[src/inc/t2sr_pkg.sv]
// Constants and carrier types for the split-mode timer with auto-reload.
// Assumes one 10 MHz clock and a synchronous active-high reset.
`default_nettype none
package t2sr_pkg;
  localparam logic [7:0] LOW_COUNT_ADDR = 8'hCC;
  localparam logic [7:0] HIGH_COUNT_ADDR = 8'hCD;
  localparam logic [7:0] COUNT_RESET = 8'h00;
  localparam logic [7:0] COUNT_MAX = 8'hFF;
  localparam logic [7:0] READ_UNMAPPED = 8'h00;
  localparam logic [1:0] XCLK_SYS12 = 2'h0;
  localparam logic [1:0] XCLK_RTC8 = 2'h1;
  localparam logic [1:0] XCLK_RESERVED = 2'h2;
  localparam logic [1:0] XCLK_CMP0 = 2'h3;
  localparam int SYS_DIV = 12;
  localparam int RTC_DIV = 8;

  typedef struct packed {
    logic sys12;
    logic rtc8;
    logic cmp_edge;
    logic rtc_edge;
  } t2sr_ticks_t;

  typedef struct packed {
    logic [7:0] addr;
    logic wr;
    logic [7:0] wdata;
  } t2sr_sfr_req_t;
endpackage
`default_nettype wire

[src/logic/t2sr_clk_src.sv]
// Tick sources: system clock divided by 12, real-time clock divided by 8, edges.
// Assumes the real-time clock and comparator levels are synchronous to mclk.
`default_nettype none
module t2sr_clk_src #(
  parameter int SYS_DIV = t2sr_pkg::SYS_DIV,
  parameter int RTC_DIV = t2sr_pkg::RTC_DIV
) (
  // Clock and reset
  input wire logic mclk,
  input wire logic rst,
  // Sampled levels
  input wire logic rtc_level,
  input wire logic cmp0_level,
  // Enables, one cycle each
  output t2sr_pkg::t2sr_ticks_t ticks
);
  // The dividers count in eight bits, so larger ratios cannot be served.
  if (SYS_DIV < 2 || SYS_DIV > 256 || RTC_DIV < 2 || RTC_DIV > 256)
  begin : gen_bad_div
    $error("t2sr_clk_src: divider out of range");
  end

  typedef struct packed {
    logic [7:0] sys_cnt;
    logic [7:0] rtc_cnt;
    logic rtc_prev;
    logic cmp_prev;
  } t2sr_src_state_t;

  t2sr_src_state_t s_q, s_d;

  always_comb
  begin
    s_d = s_q;
    ticks = '0;
    ticks.rtc_edge = rtc_level & ~s_q.rtc_prev;
    ticks.cmp_edge = cmp0_level & ~s_q.cmp_prev;
    s_d.rtc_prev = rtc_level;
    s_d.cmp_prev = cmp0_level;
    if (s_q.sys_cnt == 8'(SYS_DIV - 1))
    begin
      s_d.sys_cnt = 8'h00;
      ticks.sys12 = 1'b1;
    end
    else
    begin
      s_d.sys_cnt = s_q.sys_cnt + 8'h01;
    end
    if (ticks.rtc_edge)
    begin
      if (s_q.rtc_cnt == 8'(RTC_DIV - 1))
      begin
        s_d.rtc_cnt = 8'h00;
        ticks.rtc8 = 1'b1;
      end
      else
      begin
        s_d.rtc_cnt = s_q.rtc_cnt + 8'h01;
      end
    end
  end

  always_ff @(posedge mclk)
  begin
    if (rst)
    begin
      s_q <= '0;
    end
    else
    begin
      s_q <= s_d;
    end
  end
endmodule
`default_nettype wire

[src/logic/t2sr_timer.sv]
// Timer with split 8-bit auto-reload mode, 16-bit auto-reload mode and capture.
// Assumes control bits arrive as levels and flag clears as one-cycle pulses.
`default_nettype none
module t2sr_timer (
  // Clock and reset
  input wire logic mclk,
  input wire logic rst,
  // Special function register access to the count bytes
  input wire t2sr_pkg::t2sr_sfr_req_t sfr_req,
  output logic [7:0] sfr_rdata,
  // Control bits
  input wire logic split_mode_select,
  input wire logic high_run_control,
  input wire logic high_fast_clock_select,
  input wire logic low_fast_clock_select,
  input wire logic [1:0] external_clock_select,
  input wire logic low_overflow_irq_enable,
  input wire logic capture_enable,
  input wire logic timer_irq_enable,
  input wire logic [7:0] low_reload_value,
  input wire logic [7:0] high_reload_value,
  // Software clears of the flags
  input wire logic high_flag_clear,
  input wire logic low_flag_clear,
  // Clock source levels
  input wire logic rtc_level,
  input wire logic cmp0_level,
  // Status and interrupt
  output logic high_overflow_flag,
  output logic low_overflow_flag,
  output logic [15:0] capture_value,
  output logic irq
);
  typedef struct packed {
    logic [7:0] lo;
    logic [7:0] hi;
    logic tf_h;
    logic tf_l;
    logic irq;
    logic [7:0] rdata;
    logic [15:0] cap;
  } t2sr_state_t;

  t2sr_state_t s_q, s_d;
  t2sr_pkg::t2sr_ticks_t ticks;

  t2sr_clk_src u_src (
    .mclk(mclk),
    .rst(rst),
    .rtc_level(rtc_level),
    .cmp0_level(cmp0_level),
    .ticks(ticks)
  );

  // The reserved field value gives no ticks, so a half without its fast clock select simply stops.
  function automatic logic sel_tick(input logic fast, input logic [1:0] xclk, input t2sr_pkg::t2sr_ticks_t t);
    if (fast)
    begin
      return 1'b1;
    end
    case (xclk)
      t2sr_pkg::XCLK_SYS12: return t.sys12;
      t2sr_pkg::XCLK_RTC8: return t.rtc8;
      t2sr_pkg::XCLK_CMP0: return t.cmp_edge;
      default: return 1'b0;
    endcase
  endfunction

  logic hi_tick, lo_tick, hi_ovf, lo_ovf, cap_evt;

  always_comb
  begin
    hi_tick = sel_tick(high_fast_clock_select, external_clock_select, ticks);
    lo_tick = sel_tick(low_fast_clock_select, external_clock_select, ticks);
    hi_ovf = 1'b0;
    lo_ovf = 1'b0;
    // Capture measures the comparator against the timer clock, or the real-time clock
    // against the timer clock when external_clock_select picks the comparator.
    cap_evt = capture_enable && !split_mode_select &&
              ((external_clock_select == t2sr_pkg::XCLK_CMP0) ? ticks.rtc_edge : ticks.cmp_edge);
    s_d = s_q;
    if (split_mode_select)
    begin
      if (lo_tick)
      begin
        if (s_q.lo == t2sr_pkg::COUNT_MAX)
        begin
          lo_ovf = 1'b1;
          s_d.lo = low_reload_value;
        end
        else
        begin
          s_d.lo = s_q.lo + 8'h01;
        end
      end
      if (high_run_control && hi_tick)
      begin
        if (s_q.hi == t2sr_pkg::COUNT_MAX)
        begin
          hi_ovf = 1'b1;
          s_d.hi = high_reload_value;
        end
        else
        begin
          s_d.hi = s_q.hi + 8'h01;
        end
      end
    end
    else if (high_run_control && lo_tick)
    begin
      if ({s_q.hi, s_q.lo} == {t2sr_pkg::COUNT_MAX, t2sr_pkg::COUNT_MAX})
      begin
        hi_ovf = 1'b1;
        {s_d.hi, s_d.lo} = {high_reload_value, low_reload_value};
      end
      else
      begin
        {s_d.hi, s_d.lo} = {s_q.hi, s_q.lo} + 16'h0001;
      end
    end
    if (cap_evt)
    begin
      s_d.cap = {s_q.hi, s_q.lo};
      hi_ovf = 1'b1;
    end
    // A software write replaces whatever the count did this cycle.
    if (sfr_req.wr && sfr_req.addr == t2sr_pkg::LOW_COUNT_ADDR)
    begin
      s_d.lo = sfr_req.wdata;
    end
    if (sfr_req.wr && sfr_req.addr == t2sr_pkg::HIGH_COUNT_ADDR)
    begin
      s_d.hi = sfr_req.wdata;
    end
    // Set wins over clear so that no overflow is lost; only software or reset clears.
    s_d.tf_h = hi_ovf | (s_q.tf_h & ~high_flag_clear);
    s_d.tf_l = lo_ovf | (s_q.tf_l & ~low_flag_clear);
    s_d.irq = timer_irq_enable & (s_d.tf_h | (low_overflow_irq_enable & s_d.tf_l));
    case (sfr_req.addr)
      t2sr_pkg::LOW_COUNT_ADDR: s_d.rdata = s_d.lo;
      t2sr_pkg::HIGH_COUNT_ADDR: s_d.rdata = s_d.hi;
      default: s_d.rdata = t2sr_pkg::READ_UNMAPPED;
    endcase
  end

  always_ff @(posedge mclk)
  begin
    if (rst)
    begin
      s_q <= '0;
    end
    else
    begin
      s_q <= s_d;
    end
  end

  assign sfr_rdata = s_q.rdata;
  assign high_overflow_flag = s_q.tf_h;
  assign low_overflow_flag = s_q.tf_l;
  assign capture_value = s_q.cap;
  assign irq = s_q.irq;
endmodule
`default_nettype wire

[config.mk]
export PLATFORM = sky130hd
export DESIGN_NAME = t2sr_timer
export DESIGN_NICKNAME = d
export VERILOG_FILES = /design/src/inc/t2sr_pkg.sv /design/src/logic/t2sr_clk_src.sv /design/src/logic/t2sr_timer.sv
export SDC_FILE = /design/constraint.sdc
export NUM_CORES = 1
export LEC_CHECK = 0
export BUFFER_PORTS_ARGS = -buffer_cell sky130_fd_sc_hd__buf_2
export CAP_MARGIN = 40
export CORE_ASPECT_RATIO = 0.7
export CORE_UTILIZATION = 25
export DETAILED_ROUTE_END_ITERATION = 6
export GPL_TIMING_DRIVEN = 0
export SLEW_MARGIN = 20
export SYNTH_ARGS = -nofsm -noshare
export SYNTH_HDL_FRONTEND = slang
export SYNTH_SLANG_ARGS = --single-unit
export TNS_END_PERCENT = 50
[constraint.sdc]
create_clock -name mclk -period 2.5 [get_ports mclk]
set_clock_uncertainty 0.05 [all_clocks]
set_input_delay 0.75 -clock mclk [delete_from_list [all_inputs] [get_ports mclk]]
set_output_delay 0.75 -clock mclk [all_outputs]
set_load 0.03 [all_outputs]
After elaboration in Yosys (flattened, before gate mapping)
Cells that the tools add are included.
Widths: inputs -> output; s select.
Word-level totals
  flip-flop bits (word level): 61
  input bits: 48
  output and inout bits: 27
  logic and storage cells: 78
Operators by class
  add/sub/neg operators: 5
  equality and inequality tests: 9
  multiplexer cells: 31
  bitwise gates (word level): 13
  reductions and logical operators: 9
Operator list (number)
  $mux 8: 7
  $mux 16: 3
  $add 8x1->8 const B: 4
  $eq 8x8->1 const B: 4
  $mux 1: 19
  $add 16x1->16 const B: 1
  $eq 16x16->1 const B: 1
  $pmux 8 s2: 1
  $eq 8x3->1 const B: 1
  $eq 8x4->1 const B: 1
  $and 1x1->1: 6
  $logic_and 1x1->1: 6
  $not 1->1: 4
  $or 1x1->1: 3
  $pmux 1 s3: 1
  $eq 2x1->1 const B: 1
  $eq 2x2->1 const B: 1
  $logic_not 2->1: 1
  $reduce_or 2->1: 1
  $logic_not 1->1: 1

Longest topological paths before layout
  depth after elaboration: 12
  depth in mapped cells: 10
  depth with buffers taken out: 8

Modules after synthesis
Synthesis repeated with hierarchy kept, for this count alone.
Unflattened totals
  cells, all modules: 465
  area, all modules: 3792.4 µm²
Modules (own cells, without submodules)
  t2sr_timer: instances 1, cells each 380, area an instance 2986.6 µm², seq. area each 860.8 µm²
  t2sr_clk_src: instances 1, cells each 85, area an instance 805.8 µm², seq. area each 360.3 µm²

Least setup slack after synthesis
OpenSTA, ideal clock, no wires.
  path kind: input-to-reg
  from: input port sfr_req[10] (netlist name)
  to: register s_q (netlist bit sfr_rdata[3])
  library setup time: 0.080 ns
  arrival time: 2.607 ns
  required time: 2.370 ns
  path slack: -0.236 ns
  cell stages on the path: 6
  path buffers: 0
  path through: or3_1 nor3_1 nor2_1 o221a_1 or4_1 a211oi_2
Between the ends
  cells in the longest elaborated chain, start to end: 4
  elaborated cells on any way between the ends: 7
  those cells by class: 2 x eq/ne; 3 x mux; 2 x reduce/logical
RTL lines
  start, declared: RTL line t2sr_timer.sv:9  | input wire t2sr_pkg::t2sr_sfr_req_t sfr_req,
  $eq 8x8->1 (on tied branches): RTL line t2sr_timer.sv:131, t2sr_timer.sv:139, t2sr_timer.sv:127
  $logic_and 1x1->1 (on tied branches): RTL line t2sr_timer.sv:131, t2sr_timer.sv:127
  $mux 8 (on tied branches): RTL line t2sr_timer.sv:131, t2sr_timer.sv:127
  $pmux 8 s2 (*): RTL line t2sr_timer.sv:139  | case (sfr_req.addr)
  end signal, assigned: RTL line t2sr_timer.sv:150  | s_q <= '0;
  end signal, assigned: RTL line t2sr_timer.sv:154  | s_q <= s_d;
  end, declared: RTL line t2sr_timer.sv:44  | t2sr_state_t s_q, s_d;
Every way passes the cells marked *; elsewhere a longest branch is shown, timed or not.
A chain may end at the register's enable or synchronous reset.

Worst setup path in the final report
  from: register u_src.s_q[15] (netlist name)
  to: register s_q (netlist bit sfr_rdata[1])
Between the ends
  cells in the longest elaborated chain, start to end: 9
  elaborated cells on any way between the ends: 14
  those cells by class: 1 x eq/ne; 11 x mux; 2 x reduce/logical
RTL lines
  start, declared: RTL line t2sr_clk_src.sv:30  | t2sr_src_state_t s_q, s_d;
  start signal, assigned: RTL line t2sr_clk_src.sv:67  | s_q <= '0;
  start signal, assigned: RTL line t2sr_clk_src.sv:71  | s_q <= s_d;
  $eq 8x4->1 (*): RTL line t2sr_clk_src.sv:40  | if (s_q.sys_cnt == 8'(SYS_DIV - 1))
  $mux 1 (*): RTL line t2sr_clk_src.sv:40
  $pmux 1 s3 (*): RTL line t2sr_timer.sv:61  | case (xclk)
  $mux 1: RTL line t2sr_timer.sv:61
  $logic_and 1x1->1 (on tied branches): RTL line t2sr_timer.sv:109, t2sr_timer.sv:96
  $mux 16 / $mux 8 (equally long branches): RTL line t2sr_timer.sv:109, t2sr_timer.sv:96
  $mux 16 (*): RTL line t2sr_timer.sv:82  | if (split_mode_select)
  $mux 8 (on tied branches): RTL line t2sr_timer.sv:131, t2sr_timer.sv:127
  $pmux 8 s2 (*): RTL line t2sr_timer.sv:139
Marked as above.

==> metrics <==
R2R cell count=8; DP Wirelength=10430 um; initial antenna violation count=0; Seq pwr share=34.0%; fin. max-slew vios=0; Clock Sinks=61; Die X=147.1 um; Critical Path Source Type=flop; worst hold slack=439.2 ps; core box area=14140 sq um; Crit Path Category=reg -> reg; fillers=1463; min cycle time layout=2676 ps; clk_lat worst skew=340 ps; CTS Buf Count=9; cell area after layout=5288 sq um; final core utilization=37.39%; remaining antenna violation count=0; Gate power share=10.8%; Post-Synthesis Cells=460; WHS Endpoint=capture_value[10]; Worst slew margin=53.57%; WL/cell=18.97 um; Fmax=0.3736 GHz; total power=3.020 mW; TritonCTS clock tree=yes; grt total ovfl=0; area occupied by registers=1245 sq um; first-pass GRT wire length=21620 um; unique cell type count in the Yosys netlist=66; Post-synth EDFFs=0; r2r endpoint=sfr_rdata[1]; total wire length=14340 um; final setup violation count=12; layout overhead on the synthesized area=43.55%; Max Cap Viol=0; Hold Buf Count CTS=0; Final Cycle Share=107.1%; number of DRC markers in iteration 0=401; CP Capture Type=flop; data arrival time of the critical path=2850 ps; Clock Path Buffers=2; switching share of power=22.89%; GPL Wtd Cong=0.9332; CP Max Fanout=10; GRT Overall Usage=18.82%; Vias=3992; Max H-tree Level=3; top_reg_cell synth=dfxtp_1; Synth Net Count=512; buffers added on ports=73; number of placement rows=36; # diodes=0; Hold Path Depth=2; Starting Density=26.04%; I/O pins=75; largest net degree at the start of global routing=12; P_sw=691.1 uW; leakage=2.155 nW; post-place instance area=4322 sq um; CTS root buf=clkbuf_16; Ys Warns=0; Hold Crit Start=capture_value[10]; failing checks=setup timing; Pwr Density=571.1 nW/um^2; WP data required=2680 ps; post-DR vias/cell=5.280; die area=15230 sq um; Hold/Removal Path Class=reg -> reg; ys async rst share=0%; drt first pass iters=5; share of layout cells above drive strength 1=38.16%; Die Span Y=103.6 um; mapped cell area=3684 sq um; r2r setup slk=-180 ps; status=complete, but fails checks; RSZ-0062 raised after global routing=true; clock share of power=55.2%; PnR worst setup slack=-176.4 ps; area of the multi-input gates=2495 sq um; FF+latch count, synth=61; Worst Tran Pin Value=687.7 ps; VDD IR-drop max=324.1 uV; vias in the first global route=3652; DRC Markers=0; register area share after synthesis=33.15%; FF-to-FF Start=u_src.s_q[15]; number of hold violations in the final report=0; Nets=613; Power Internal=2.328 mW; syn_area_per_cell=8.008 sq um; clock slew at reported path FFs=50 ps
## layout make-up
| cell class | instances | share of cell area (%) |
|---|---|---|
| buffer | 41 | 5.703 |
| timing repair buffer | 97 | 10.44 |
| sequential | 61 | 23.54 |
| clock buffer | 10 | 4.520 |
| clock inverter | 6 | 2.982 |
| multi-input combinational | 335 | 47.18 |
| inverter | 16 | 1.136 |
| tap | 190 | 4.496 |
## critical path, stage by stage (launching register included)
cell and delay [ps]:
dfxtp_4 340, or4_4 540, o41a_1 450, nand2_2 160
buf_8 160, nor2_1 50, o31ai_1 240, o22ai_1 170
a2111oi_4 400
## worst max-delay path by stage
stage / to / from
2_1_floorplan: sfr_rdata[3] / rtc_level
5_1_grt: sfr_rdata[1] / u_src.s_q[15]
4_1_cts: sfr_rdata[1] / u_src.s_q[17]
3_3_place_gp: sfr_rdata[1] / s_q[40]
6_report: sfr_rdata[1] / u_src.s_q[15]
3_5_place_dp: sfr_rdata[1] / s_q[40]
## layout by cell type (no fill, tap or decap), drive strengths merged, types with 3 or more instances in the layout
| master | instances |
|---|---|
| nor4 | 8 |
| or3 | 5 |
| or4 | 3 |
| o21ai | 16 |
| mux2i | 20 |
| a21o | 4 |
| o211ai | 9 |
| dfxtp | 61 |
| a31oi | 6 |
| a41o | 4 |
| nor2b | 5 |
| o221a | 3 |
| nand3b | 5 |
| and3 | 6 |
| o221ai | 3 |
| a22o | 3 |
| o2111ai | 3 |
| nor3 | 10 |
| nand4 | 9 |
| buf | 127 |
| nand3 | 12 |
| bufinv | 5 |
| ha | 4 |
| nand2 | 29 |
| clkbuf | 21 |
| nor2 | 68 |
| nand2b | 4 |
| a21oi | 27 |
| a211oi | 9 |
| xnor2 | 6 |
| o31ai | 6 |
| inv | 16 |
| xor2 | 6 |
| and4 | 4 |
## cell usage after synthesis, drive strengths merged, types with 5 or more instances
| master | count | area share [%] |
|---|---|---|
| a211oi | 9 | 2.0 |
| a21oi | 27 | 3.7 |
| a31oi | 6 | 1.0 |
| and3 | 6 | 1.0 |
| buf | 30 | 5.6 |
| clkbuf | 19 | 1.9 |
| dfxtp | 61 | 33 |
| inv | 16 | 1.6 |
| mux2i | 20 | 5.4 |
| nand2 | 29 | 3.0 |
| nand3 | 12 | 1.6 |
| nand3b | 5 | 1.0 |
| nand4 | 9 | 1.5 |
| nor2 | 68 | 6.9 |
| nor2b | 5 | 0.85 |
| nor3 | 10 | 1.4 |
| nor4 | 8 | 1.4 |
| o211ai | 9 | 1.8 |
| o21ai | 15 | 2.1 |
| o31ai | 6 | 1.4 |
| or3 | 5 | 0.85 |
| xnor2 | 6 | 1.4 |
| xor2 | 6 | 1.4 |
## stage by stage
step	worst slack, ps	setup TNS (ps)	cells
after floorplan	-111.7	-317.7	460
after global routing	-239.0	-1866	756
after detailed placement	-1253	-21140	724
final	-176.4	-934.8	756
after global placement	-1346	-21320	723
after CTS	-170.4	-818.2	749
## state kept, by name (all words and copies together) (netlist names)
signal	cells
sfr_rdata	8
u_src.s_q	18
capture_value	16
irq	1
s_q	16
low_overflow_flag	1
high_overflow_flag	1
## power groups by stage
stage               clock network, mW  logic [mW]  registers, mW
detailed placement                  0       0.265           1.04
global placement                    0       0.263           1.04
floorplan                           0       0.150           1.03
finish                           1.67       0.327           1.03
CTS                              1.70       0.303           1.02
global route                     1.74       0.350           1.03
## layer usage
metal	GRT usage, %	vias to the layer above	share of wire [%]
met5	0	-	0
met1	28.66	1899	49
li1	-	1883	-
met3	4.802	22	8.7
met4	4.418	0	1.4
met2	25.77	188	41
## cells by family after synthesis
group                    Yosys count  synth area share [%]
AO/OA/AOI/OAI                    121                 24.19
flip-flops                        61                 33.15
multiplexers                      21                 5.740
adder cells (fa/ha/maj)            4                 1.359
XOR/XNOR                          12                 2.853
buffers and inverters             65                 9.171
AND/OR/NAND/NOR                  176                 23.54
## timing repair
| item | in CTS | in global routing |
|---|---|---|
| setup buffers | 15 | 7 |
| cloned | 2 | 0 |
| resized for setup | 70 | 35 |
| pin swaps | 21 | 18 |
| endpoints found under the setup margin | 36 | 31 |
Note: power is estimated with default switching activity, not from simulation.
